### config.mk
export PLATFORM = sky130hd
export DESIGN_NAME = rim_mask_top
export DESIGN_NICKNAME = d
export VERILOG_FILES = /design/src/inc/rim_pkg.sv /design/src/rtl/rim_mask_top.sv /design/src/rtl/rim_unit_flags.sv
export SDC_FILE = /design/constraint.sdc
export NUM_CORES = 1
export LEC_CHECK = 0
export ABC_CLOCK_PERIOD_IN_PS = 1200
export BUFFER_PORTS_ARGS = -buffer_cell sky130_fd_sc_hd__buf_2
export CAP_MARGIN = 20
export CELL_PAD_IN_SITES_DETAIL_PLACEMENT = 0
export CELL_PAD_IN_SITES_GLOBAL_PLACEMENT = 1
export CORE_ASPECT_RATIO = 0.7
export CORE_UTILIZATION = 33
export CTS_CLUSTER_DIAMETER = 50
export CTS_CLUSTER_SIZE = 8
export DETAILED_ROUTE_END_ITERATION = 10
export PLACE_DENSITY_LB_ADDON = 0.15
export SETUP_SLACK_MARGIN = 0.4
export SYNTH_ARGS = -nofsm -noshare
export SYNTH_HDL_FRONTEND = slang
export SYNTH_SLANG_ARGS = --single-unit
### constraint.sdc
create_clock -name sys_clk -period 1.2 [get_ports sys_clk]
set_clock_uncertainty 0.05 [all_clocks]
set_input_delay 0.12 -clock sys_clk [delete_from_list [all_inputs] [get_ports sys_clk]]
set_output_delay 0.12 -clock sys_clk [all_outputs]
set_load 0.01 [all_outputs]
### src/inc/rim_pkg.sv
// package of register map, field positions and carrier types for the regulator mask block
`default_nettype none
package rim_pkg;
   // ==========================================================
   // register addresses
   localparam logic [7:0] ADDR_TOP_MASK_TWO = 8'h21;
   localparam logic [7:0] ADDR_CONV_MASK = 8'h22;
   localparam logic [7:0] ADDR_LINREG_MASK = 8'h23;
   // ==========================================================
   // field positions inside the converter, regulator and top mask two registers
   localparam int POS_UNIT1_PG_INVALID = 7;
   localparam int POS_UNIT1_PG_VALID = 6;
   localparam int POS_UNIT1_CURRENT_LIMIT = 4;
   localparam int POS_UNIT0_PG_INVALID = 3;
   localparam int POS_UNIT0_PG_VALID = 2;
   localparam int POS_UNIT0_CURRENT_LIMIT = 0;
   localparam int POS_RESET_REG_MASK = 0;
   // writable bits; bits 5 and 1 are reserved and read zero
   localparam logic [7:0] GROUP_MASK_WRITABLE = 8'hDD;
   localparam logic [7:0] TOP_TWO_WRITABLE = 8'h01;
   // ==========================================================
   // values after reset
   localparam logic [7:0] RESET_MASK_VALUE = 8'h00;
   localparam logic [1:0] RESET_FLAGS = 2'h0;
   // ==========================================================
   // live condition of one regulator
   typedef struct packed {
      logic pgRaw;           // 1 while output voltage is invalid
      logic currentLimitRaw; // 1 while current limit is active
   } rim_raw_t;
   // register bus request
   typedef struct packed {
      logic wrEn;
      logic [7:0] addr;
      logic [7:0] wrData;
   } rim_bus_req_t;
endpackage
`default_nettype wire

### src/rtl/rim_mask_top.sv
// mask registers and interrupt flag gating for two converters and two linear regulators
`timescale 1ns/1ns
`default_nettype none
module rim_mask_top (
   input wire logic sys_clk,
   input wire logic sys_rst,
   input wire rim_pkg::rim_bus_req_t busReq,
   input wire logic [7:0] rdAddr,
   input wire logic otpResetRegMask,
   input wire logic resetRegEvent,
   input wire logic resetRegClear,
   input wire rim_pkg::rim_raw_t conv0Raw,
   input wire rim_pkg::rim_raw_t conv1Raw,
   input wire rim_pkg::rim_raw_t linreg0Raw,
   input wire rim_pkg::rim_raw_t linreg1Raw,
   input wire logic [3:0] pgFlagClear,
   input wire logic [3:0] ilimFlagClear,
   output logic [7:0] rdData,
   output logic resetRegIrqFlag,
   output logic conv0_pg_irq_flag,
   output logic conv1_pg_irq_flag,
   output logic conv0_current_limit_irq_flag,
   output logic conv1_current_limit_irq_flag,
   output logic linreg0_pg_irq_flag,
   output logic linreg1_pg_irq_flag,
   output logic linreg0_current_limit_irq_flag,
   output logic linreg1_current_limit_irq_flag,
   output logic [7:0] rawStatusConv,
   output logic [7:0] rawStatusLinreg
);
   logic [7:0] convMask_q, convMask_d, linregMask_q, linregMask_d;
   logic resetMask_q, resetMask_d, resetFlag_q, resetFlag_d, otpLoad_q, otpLoad_d;
   logic [7:0] rdData_q, rdData_d, rawConv_q, rawConv_d, rawLin_q, rawLin_d;
   logic [3:0] pgFlagW, ilimFlagW;

   // merge a write into a mask register, reserved bits keep their old value
   function automatic logic [7:0] merge_write(input logic [7:0] oldVal, input logic [7:0] wr,
                                              input logic [7:0] writable);
      merge_write = (wr & writable) | (oldVal & ~writable);
   endfunction

   // pack raw status of two units into the status layout
   function automatic logic [7:0] pack_raw(input rim_pkg::rim_raw_t u1,
                                           input rim_pkg::rim_raw_t u0);
      pack_raw = 8'h00;
      pack_raw[rim_pkg::POS_UNIT1_PG_VALID] = u1.pgRaw; // 1 = invalid
      pack_raw[rim_pkg::POS_UNIT1_CURRENT_LIMIT] = u1.currentLimitRaw;
      pack_raw[rim_pkg::POS_UNIT0_PG_VALID] = u0.pgRaw;
      pack_raw[rim_pkg::POS_UNIT0_CURRENT_LIMIT] = u0.currentLimitRaw;
   endfunction

   // ==========================================================
   // mask registers and reset-interrupt mask
   always_comb begin
      convMask_d = convMask_q;
      linregMask_d = linregMask_q;
      resetMask_d = resetMask_q;
      otpLoad_d = 1'b0;
      if (otpLoad_q) begin
         resetMask_d = otpResetRegMask; // reload from OTP after reset
      end
      if (busReq.wrEn) begin
         unique case (busReq.addr)
            rim_pkg::ADDR_CONV_MASK: begin
               convMask_d = merge_write(convMask_q, busReq.wrData,
                                        rim_pkg::GROUP_MASK_WRITABLE);
            end
            rim_pkg::ADDR_LINREG_MASK: begin
               linregMask_d = merge_write(linregMask_q, busReq.wrData,
                                          rim_pkg::GROUP_MASK_WRITABLE);
            end
            rim_pkg::ADDR_TOP_MASK_TWO: begin
               resetMask_d = busReq.wrData[rim_pkg::POS_RESET_REG_MASK];
            end
            default: begin
            end
         endcase
      end
   end

   // reset event flag and read mux
   always_comb begin
      resetFlag_d = resetFlag_q && !resetRegClear;
      if (resetRegEvent && !resetMask_q) begin
         resetFlag_d = 1'b1;
      end
      rawConv_d = pack_raw(conv1Raw, conv0Raw); // unmasked live state
      rawLin_d = pack_raw(linreg1Raw, linreg0Raw);
      unique case (rdAddr)
         rim_pkg::ADDR_CONV_MASK: rdData_d = convMask_q;
         rim_pkg::ADDR_LINREG_MASK: rdData_d = linregMask_q;
         rim_pkg::ADDR_TOP_MASK_TWO: rdData_d = {7'h00, resetMask_q};
         default: rdData_d = 8'h00;
      endcase
   end

   // registers
   always_ff @(posedge sys_clk) begin
      if (sys_rst) begin
         convMask_q <= rim_pkg::RESET_MASK_VALUE;
         linregMask_q <= rim_pkg::RESET_MASK_VALUE;
         resetMask_q <= 1'b0;
         resetFlag_q <= 1'b0;
         otpLoad_q <= 1'b1;
         rdData_q <= 8'h00;
         rawConv_q <= 8'h00;
         rawLin_q <= 8'h00;
      end else begin
         convMask_q <= convMask_d;
         linregMask_q <= linregMask_d;
         resetMask_q <= resetMask_d;
         resetFlag_q <= resetFlag_d;
         otpLoad_q <= otpLoad_d;
         rdData_q <= rdData_d;
         rawConv_q <= rawConv_d;
         rawLin_q <= rawLin_d;
      end
   end

   // ==========================================================
   // per-unit flag logic: converters use bits 7/6/4 and 3/2/0
   rim_unit_flags uConv0 (
      .sys_clk(sys_clk), .sys_rst(sys_rst), .raw(conv0Raw),
      .pgInvalidMask(convMask_q[rim_pkg::POS_UNIT0_PG_INVALID]),
      .pgValidMask(convMask_q[rim_pkg::POS_UNIT0_PG_VALID]),
      .currentLimitMask(convMask_q[rim_pkg::POS_UNIT0_CURRENT_LIMIT]),
      .pgClear(pgFlagClear[0]), .ilimClear(ilimFlagClear[0]),
      .pgFlag(pgFlagW[0]), .ilimFlag(ilimFlagW[0])
   );
   rim_unit_flags uConv1 (
      .sys_clk(sys_clk), .sys_rst(sys_rst), .raw(conv1Raw),
      .pgInvalidMask(convMask_q[rim_pkg::POS_UNIT1_PG_INVALID]),
      .pgValidMask(convMask_q[rim_pkg::POS_UNIT1_PG_VALID]),
      .currentLimitMask(convMask_q[rim_pkg::POS_UNIT1_CURRENT_LIMIT]),
      .pgClear(pgFlagClear[1]), .ilimClear(ilimFlagClear[1]),
      .pgFlag(pgFlagW[1]), .ilimFlag(ilimFlagW[1])
   );
   rim_unit_flags uLinreg0 (
      .sys_clk(sys_clk), .sys_rst(sys_rst), .raw(linreg0Raw),
      .pgInvalidMask(linregMask_q[rim_pkg::POS_UNIT0_PG_INVALID]),
      .pgValidMask(linregMask_q[rim_pkg::POS_UNIT0_PG_VALID]),
      .currentLimitMask(linregMask_q[rim_pkg::POS_UNIT0_CURRENT_LIMIT]),
      .pgClear(pgFlagClear[2]), .ilimClear(ilimFlagClear[2]),
      .pgFlag(pgFlagW[2]), .ilimFlag(ilimFlagW[2])
   );
   rim_unit_flags uLinreg1 (
      .sys_clk(sys_clk), .sys_rst(sys_rst), .raw(linreg1Raw),
      .pgInvalidMask(linregMask_q[rim_pkg::POS_UNIT1_PG_INVALID]),
      .pgValidMask(linregMask_q[rim_pkg::POS_UNIT1_PG_VALID]),
      .currentLimitMask(linregMask_q[rim_pkg::POS_UNIT1_CURRENT_LIMIT]),
      .pgClear(pgFlagClear[3]), .ilimClear(ilimFlagClear[3]),
      .pgFlag(pgFlagW[3]), .ilimFlag(ilimFlagW[3])
   );

   // outputs from flip-flops
   assign rdData = rdData_q;
   assign resetRegIrqFlag = resetFlag_q;
   assign conv0_pg_irq_flag = pgFlagW[0];
   assign conv1_pg_irq_flag = pgFlagW[1];
   assign linreg0_pg_irq_flag = pgFlagW[2];
   assign linreg1_pg_irq_flag = pgFlagW[3];
   assign conv0_current_limit_irq_flag = ilimFlagW[0];
   assign conv1_current_limit_irq_flag = ilimFlagW[1];
   assign linreg0_current_limit_irq_flag = ilimFlagW[2];
   assign linreg1_current_limit_irq_flag = ilimFlagW[3];
   assign rawStatusConv = rawConv_q;
   assign rawStatusLinreg = rawLin_q;
endmodule
`default_nettype wire

### src/rtl/rim_unit_flags.sv
// event detection and sticky interrupt flags for one regulator
`timescale 1ns/1ns
`default_nettype none
module rim_unit_flags (
   input wire logic sys_clk,
   input wire logic sys_rst,
   input wire rim_pkg::rim_raw_t raw,
   input wire logic pgInvalidMask,
   input wire logic pgValidMask,
   input wire logic currentLimitMask,
   input wire logic pgClear,
   input wire logic ilimClear,
   output logic pgFlag,
   output logic ilimFlag
);
   logic pgPrev_q, pgPrev_d, ilimPrev_q, ilimPrev_d;
   logic pgFlag_q, pgFlag_d, ilimFlag_q, ilimFlag_d;
   logic pgInvalidEvt, pgValidEvt, ilimEvt;

   // ==========================================================
   // next state: edges of raw status, masked, set over clear
   always_comb begin
      pgPrev_d = raw.pgRaw;
      ilimPrev_d = raw.currentLimitRaw;
      pgInvalidEvt = raw.pgRaw && !pgPrev_q;
      pgValidEvt = !raw.pgRaw && pgPrev_q;
      ilimEvt = raw.currentLimitRaw && !ilimPrev_q;
      pgFlag_d = pgFlag_q && !pgClear; // mask setting never clears a flag
      if ((pgInvalidEvt && !pgInvalidMask) || (pgValidEvt && !pgValidMask)) begin
         pgFlag_d = 1'b1;
      end
      ilimFlag_d = ilimFlag_q && !ilimClear;
      if (ilimEvt && !currentLimitMask) begin
         ilimFlag_d = 1'b1;
      end
   end

   // registers
   always_ff @(posedge sys_clk) begin
      if (sys_rst) begin
         pgPrev_q <= 1'b0;
         ilimPrev_q <= 1'b0;
         pgFlag_q <= 1'b0;
         ilimFlag_q <= 1'b0;
      end else begin
         pgPrev_q <= pgPrev_d;
         ilimPrev_q <= ilimPrev_d;
         pgFlag_q <= pgFlag_d;
         ilimFlag_q <= ilimFlag_d;
      end
   end

   assign pgFlag = pgFlag_q;
   assign ilimFlag = ilimFlag_q;
endmodule
`default_nettype wire

Yosys cells after proc, flatten, opt, wreduce, memory -nomap -nowiden --
Index checks and enable logic that the tools add are counted.
Word-level totals: register bits 59, input bits 46
Cells by class: equal/unequal tests 6, multiplexer cells 14, bitwise operators 2, reduce and logical (&&, ||, !) cells 74
Operator list (count):
- 8-bit by 6-bit == test with 1-bit output, second input constant | 6
- 1-bit logical AND | 34
- 1-bit zero test | 34
- 8-bit one-hot mux with 3 select lines | 1
- 8-bit by 6-bit bitwise OR with 8-bit output | 2
- 1-bit two-way mux | 13
- 1-bit logical OR | 4
- 2-bit AND reduction | 2

Longest topological paths before layout --
depth in word-level cells 5, mapped depth 4

Modules after synthesis --
Synthesis repeated with hierarchy kept, for this count alone.
Unflattened totals: cell total of the unflattened synthesis 163, area total of the unflattened synthesis 1781.7 µm²
Modules (own cells, without submodules):
- rim_mask_top | times used 1, cells an instance 111, area an instance 1211.2 µm², seq. area each 600.6 µm²
- rim_unit_flags | times used 4, cells an instance 13, area an instance 142.6 µm², seq. area each 80.1 µm²

Worst setup path before layout --
No wires, ideal clock.
path kind input-to-reg, from in busReq[12] in the netlist's numbering, to reg convMask_q[0], setup time 0.072 ns, arrival time 0.933 ns, required time 1.078 ns, slack 0.145 ns, stages 4, cells stage by stage nor4b_4 and4b_1 buf_6 mux2i_1
On the way: cells in the longest elaborated chain, start to end 2
Ends and longest elaborated chain:
- from (decl) | RTL line rim_mask_top.sv:7 | input wire rim_pkg::rim_bus_req_t busReq,
- 8-bit by 6-bit == test with 1-bit output | RTL line rim_mask_top.sv:63 | unique case (busReq.addr)
- 2-bit AND reduction (no source line)
- to (signal assigned) | RTL line rim_mask_top.sv:100 | convMask_q <= rim_pkg::RESET_MASK_VALUE;
- to (signal assigned) | RTL line rim_mask_top.sv:109 | convMask_q <= convMask_d;
- to (decl) | RTL line rim_mask_top.sv:31 | logic [7:0] convMask_q, convMask_d, linregMask_q, linregMask_d;
No other way between the ends. A chain may end at the register's enable or synchronous reset.

Final worst setup path --
from reg rawConv_q[6], in the netlist rawStatusConv[6], to out rawStatusConv[6]
RTL lines:
- from (decl) | RTL line rim_mask_top.sv:33 | logic [7:0] rdData_q, rdData_d, rawConv_q, rawConv_d, rawLin_q, rawLin_d;
- from (signal assigned) | RTL line rim_mask_top.sv:115 | rawConv_q <= rawConv_d;
- to (decl) | RTL line rim_mask_top.sv:28 | output logic [7:0] rawStatusConv,
No word-level cell between the ends.

==> run summary <==
Status = finished, final reports clean
WP buf/inv = 1
Via/cell ratio = 4.28
Synthesized cell area = 0.00163 sq mm
Fmax = 1080 MHz
Vias in the first global route = 1255
Clk slew on worst S/H paths = 0.07 ns
Top delay family on crit path = flip-flops
Fin. max-slew vios = 0
GP Congestion = 0.664
Area of placed instances = 0.00198 sq mm
# diodes = 0
Critical Path Fanout Max = 3
Max cap viols = 0
R2R Setup Slk = 0.30 ns
HP Class = primary input to flip-flop
Final WS setup = 0.271 ns
Root Buffer = clkbuf_8
Fin. Hold Viols = 0
Critical path's largest stage delay = 0.37 ns
PD cells = 1140 mW/mm^2
CTS tree = built
PortBufs = 68
Tcrit/Tclk final = 77.4%
Routed WL per cell = 11.9 microns
Final instance count without filler cells = 307
Die X-Extent = 86.1 microns
Final HPWL DP = 2.65 mm
Cell count after synthesis = 165
TritonCTS buffer count = 5
Placed cell count = 293
Yosys warnings = 0
Unrepaired setup endpoints after global routing = yes
NumNets Final = 283
Distinct cells, synth = 24
First-pass GRT wire length = 5.62 mm
Die ar. = 0.00524 sq mm
Synth Register Bits = 38
WP data arrival = 0.76 ns
Routed vias = 1314
Clk sinks = 38
Filler cells = 478
Total grt overflow = 0
Clock latency on the worst-skew pair = 0.29 ns
Routed Antenna Nets = 0
Lkg Pwr = 1.10 nW
Crit start category = flip-flop
Final setup fails = 0
CP Cell Sequence = buf_6
Max clock buf depth = 2
DR pass1 iterations = 4
Total GRT Usage = 14.3%
Worst IR drop on VDD = 0.000431 V
Largest net degree at the start of global routing = 26
Design Area, Final = 0.00240 sq mm
Initial DRC count = 21
WL final = 3.64 mm
H-tree depth = 2
CP required = 1.03 ns
Die Ht = 60.9 microns
CTS Hold Bufs = 0
Crit end category = output port
Seq/Total Area, Yosys = 46.6%
Residual DRC = 0
Area grow syn2layout = 47.2%
Rows = 21
Share of layout cells above drive strength 1 = 56.3%
Initial Utilization = 34.2%
Core box area = 0.00478 sq mm
Post-place setup slack = -0.0898 ns
Crit-path slowest cell = dfxtp_2
Antenna violations before repair = 0
I/O pin cnt = 79
Avg Inst Size Synth = 9.90 sq um
Setup CP Type = flip-flop to output port
Tmin final = 0.929 ns
==> registers in the layout, indices dropped and copies added, names as in the netlist <==
signal             count
uConv0.ilimFlag        1
uLinreg1.ilimFlag      1
uConv1.pgFlag          1
rawStatusConv          4
convMask_q             6
uConv0.pgFlag          1
uLinreg0.pgFlag        1
uLinreg1.pgFlag        1
otpLoad_q              1
uLinreg0.ilimFlag      1
rdData                 7
resetMask_q            1
rawStatusLinreg        4
resetRegIrqFlag        1
uConv1.ilimFlag        1
linregMask_q           6
==> layout by cell type, fill, tap and decap left out, drive strengths merged <==
master  instances
a21oi          13
and4b           1
buf            80
bufinv          1
clkbuf          5
clkinv          2
conb            9
dfxtp          38
inv             3
mux2            1
mux2i          20
nand2           2
nand2b         24
nand4           1
nand4b          2
nor2           14
nor2b          10
nor3            1
nor3b           8
nor4            1
nor4b           1
or2             1
==> worst register-to-register path, cell delays in order (launching register included) <==
cell and delay, ns:
dfxtp_2 0.35, mux2i_1 0.06, mux2_2 0.27, nor3_2 0.09
==> worst paths after layout <==
| check | start | end | cells past startpoint |
|---|---|---|---|
| max | rawStatusConv[6]$_SDFF_PP0_ | rawStatusConv[6] | 1 |
| min | conv1Raw[0] | rawStatusConv[4]$_SDFF_PP0_ | 2 |
| max reg2reg | convMask_q[0]$_SDFFE_PP0P_ | rdData[0]$_SDFF_PP0_ | 3 |
| min reg2reg | uConv1.pgFlag$_SDFF_PP0_ | uConv1.pgFlag$_SDFF_PP0_ | 2 |
==> Yosys cell counts <==
| cell | number | area share (%) |
|---|---|---|
| nor3b_2 | 1 | 0.77 |
| nor3b_1 | 7 | 3.2 |
| buf_6 | 1 | 0.69 |
| nor4_1 | 1 | 0.38 |
| nand2_1 | 2 | 0.46 |
| nand4b_1 | 2 | 1.1 |
| conb_1 | 1 | 0.23 |
| buf_2 | 1 | 0.31 |
| nor2b_1 | 10 | 3.8 |
| buf_1 | 1 | 0.23 |
| mux2i_1 | 20 | 12 |
| and4b_1 | 1 | 0.61 |
| nand4_2 | 1 | 0.77 |
| buf_4 | 18 | 8.3 |
| dfxtp_1 | 38 | 47 |
| nor3_1 | 1 | 0.31 |
| inv_1 | 3 | 0.69 |
| nor4b_4 | 1 | 1.5 |
| mux2_2 | 1 | 0.69 |
| nor2_1 | 14 | 3.2 |
| or2_2 | 1 | 0.38 |
| nand2b_1 | 24 | 9.2 |
| a21oi_1 | 13 | 4.0 |
| clkbuf_1 | 2 | 0.46 |
==> per-layer routing <==
metal / track usage (%) / vias up / share of wire, %
met2: 26.1 / 42 / 50
met5: 0 / - / 0
li1: - / 663 / -
met4: 5.71 / 0 / 0.85
met3: 4.63 / 5 / 5.6
met1: 15.9 / 604 / 44
==> area by class of cell <==
class                      instances  area [sq um]  area share, %
sequential                        38           797           33.1
tap                               69          86.3           3.59
clock inverter                     3          40.0           1.66
multi-input combinational        109           802           33.4
clock buffer                       5          68.8           2.86
timing repair buffer              80           599           24.9
inverter                           3          11.3          0.468
==> stage by stage <==
| stage | TNS, ns | hold slack (ns) | total power, mW | utilization [%] |
|---|---|---|---|---|
| final | 0 | 0.0143 | 2.75 | 50.3 |
| after global routing | 0 | 0.00391 | 2.90 | 50.3 |
| after CTS | 0 | 0.00280 | 2.78 | 48.4 |
| after detailed placement | -0.450 | 0.310 | 1.63 | 41.5 |
| after global placement | -0.177 | 0.297 | 1.63 | 41.5 |
| after floorplan | 0 | 0.0977 | 1.54 | - |
==> logic make-up after synthesis <==
group	after synthesis	synth area share, %
buffers and inverters	26	10.6
and+or+nand+nor	66	25.7
DFF	38	46.6
AOI/OAI and AO/OA	13	3.98
muxes	21	12.9
other	1	0.229
==> power by group <==
group | switching (mW) | internal, mW | leakage, nW
Combinational | 0.144 | 0.208 | 0.722
Clock | 0.444 | 0.612 | 0.0579
Sequential | 0.0338 | 1.31 | 0.322
Total | 0.622 | 2.13 | 1.10
==> repair_timing <==
action | CTS | global route
gates resized for setup | 51 | 19
pin swaps | 7 | 7
setup endpoints to repair | 43 | 48
setup buffers | 4 | 2
(Power assumes the default switching activity.)
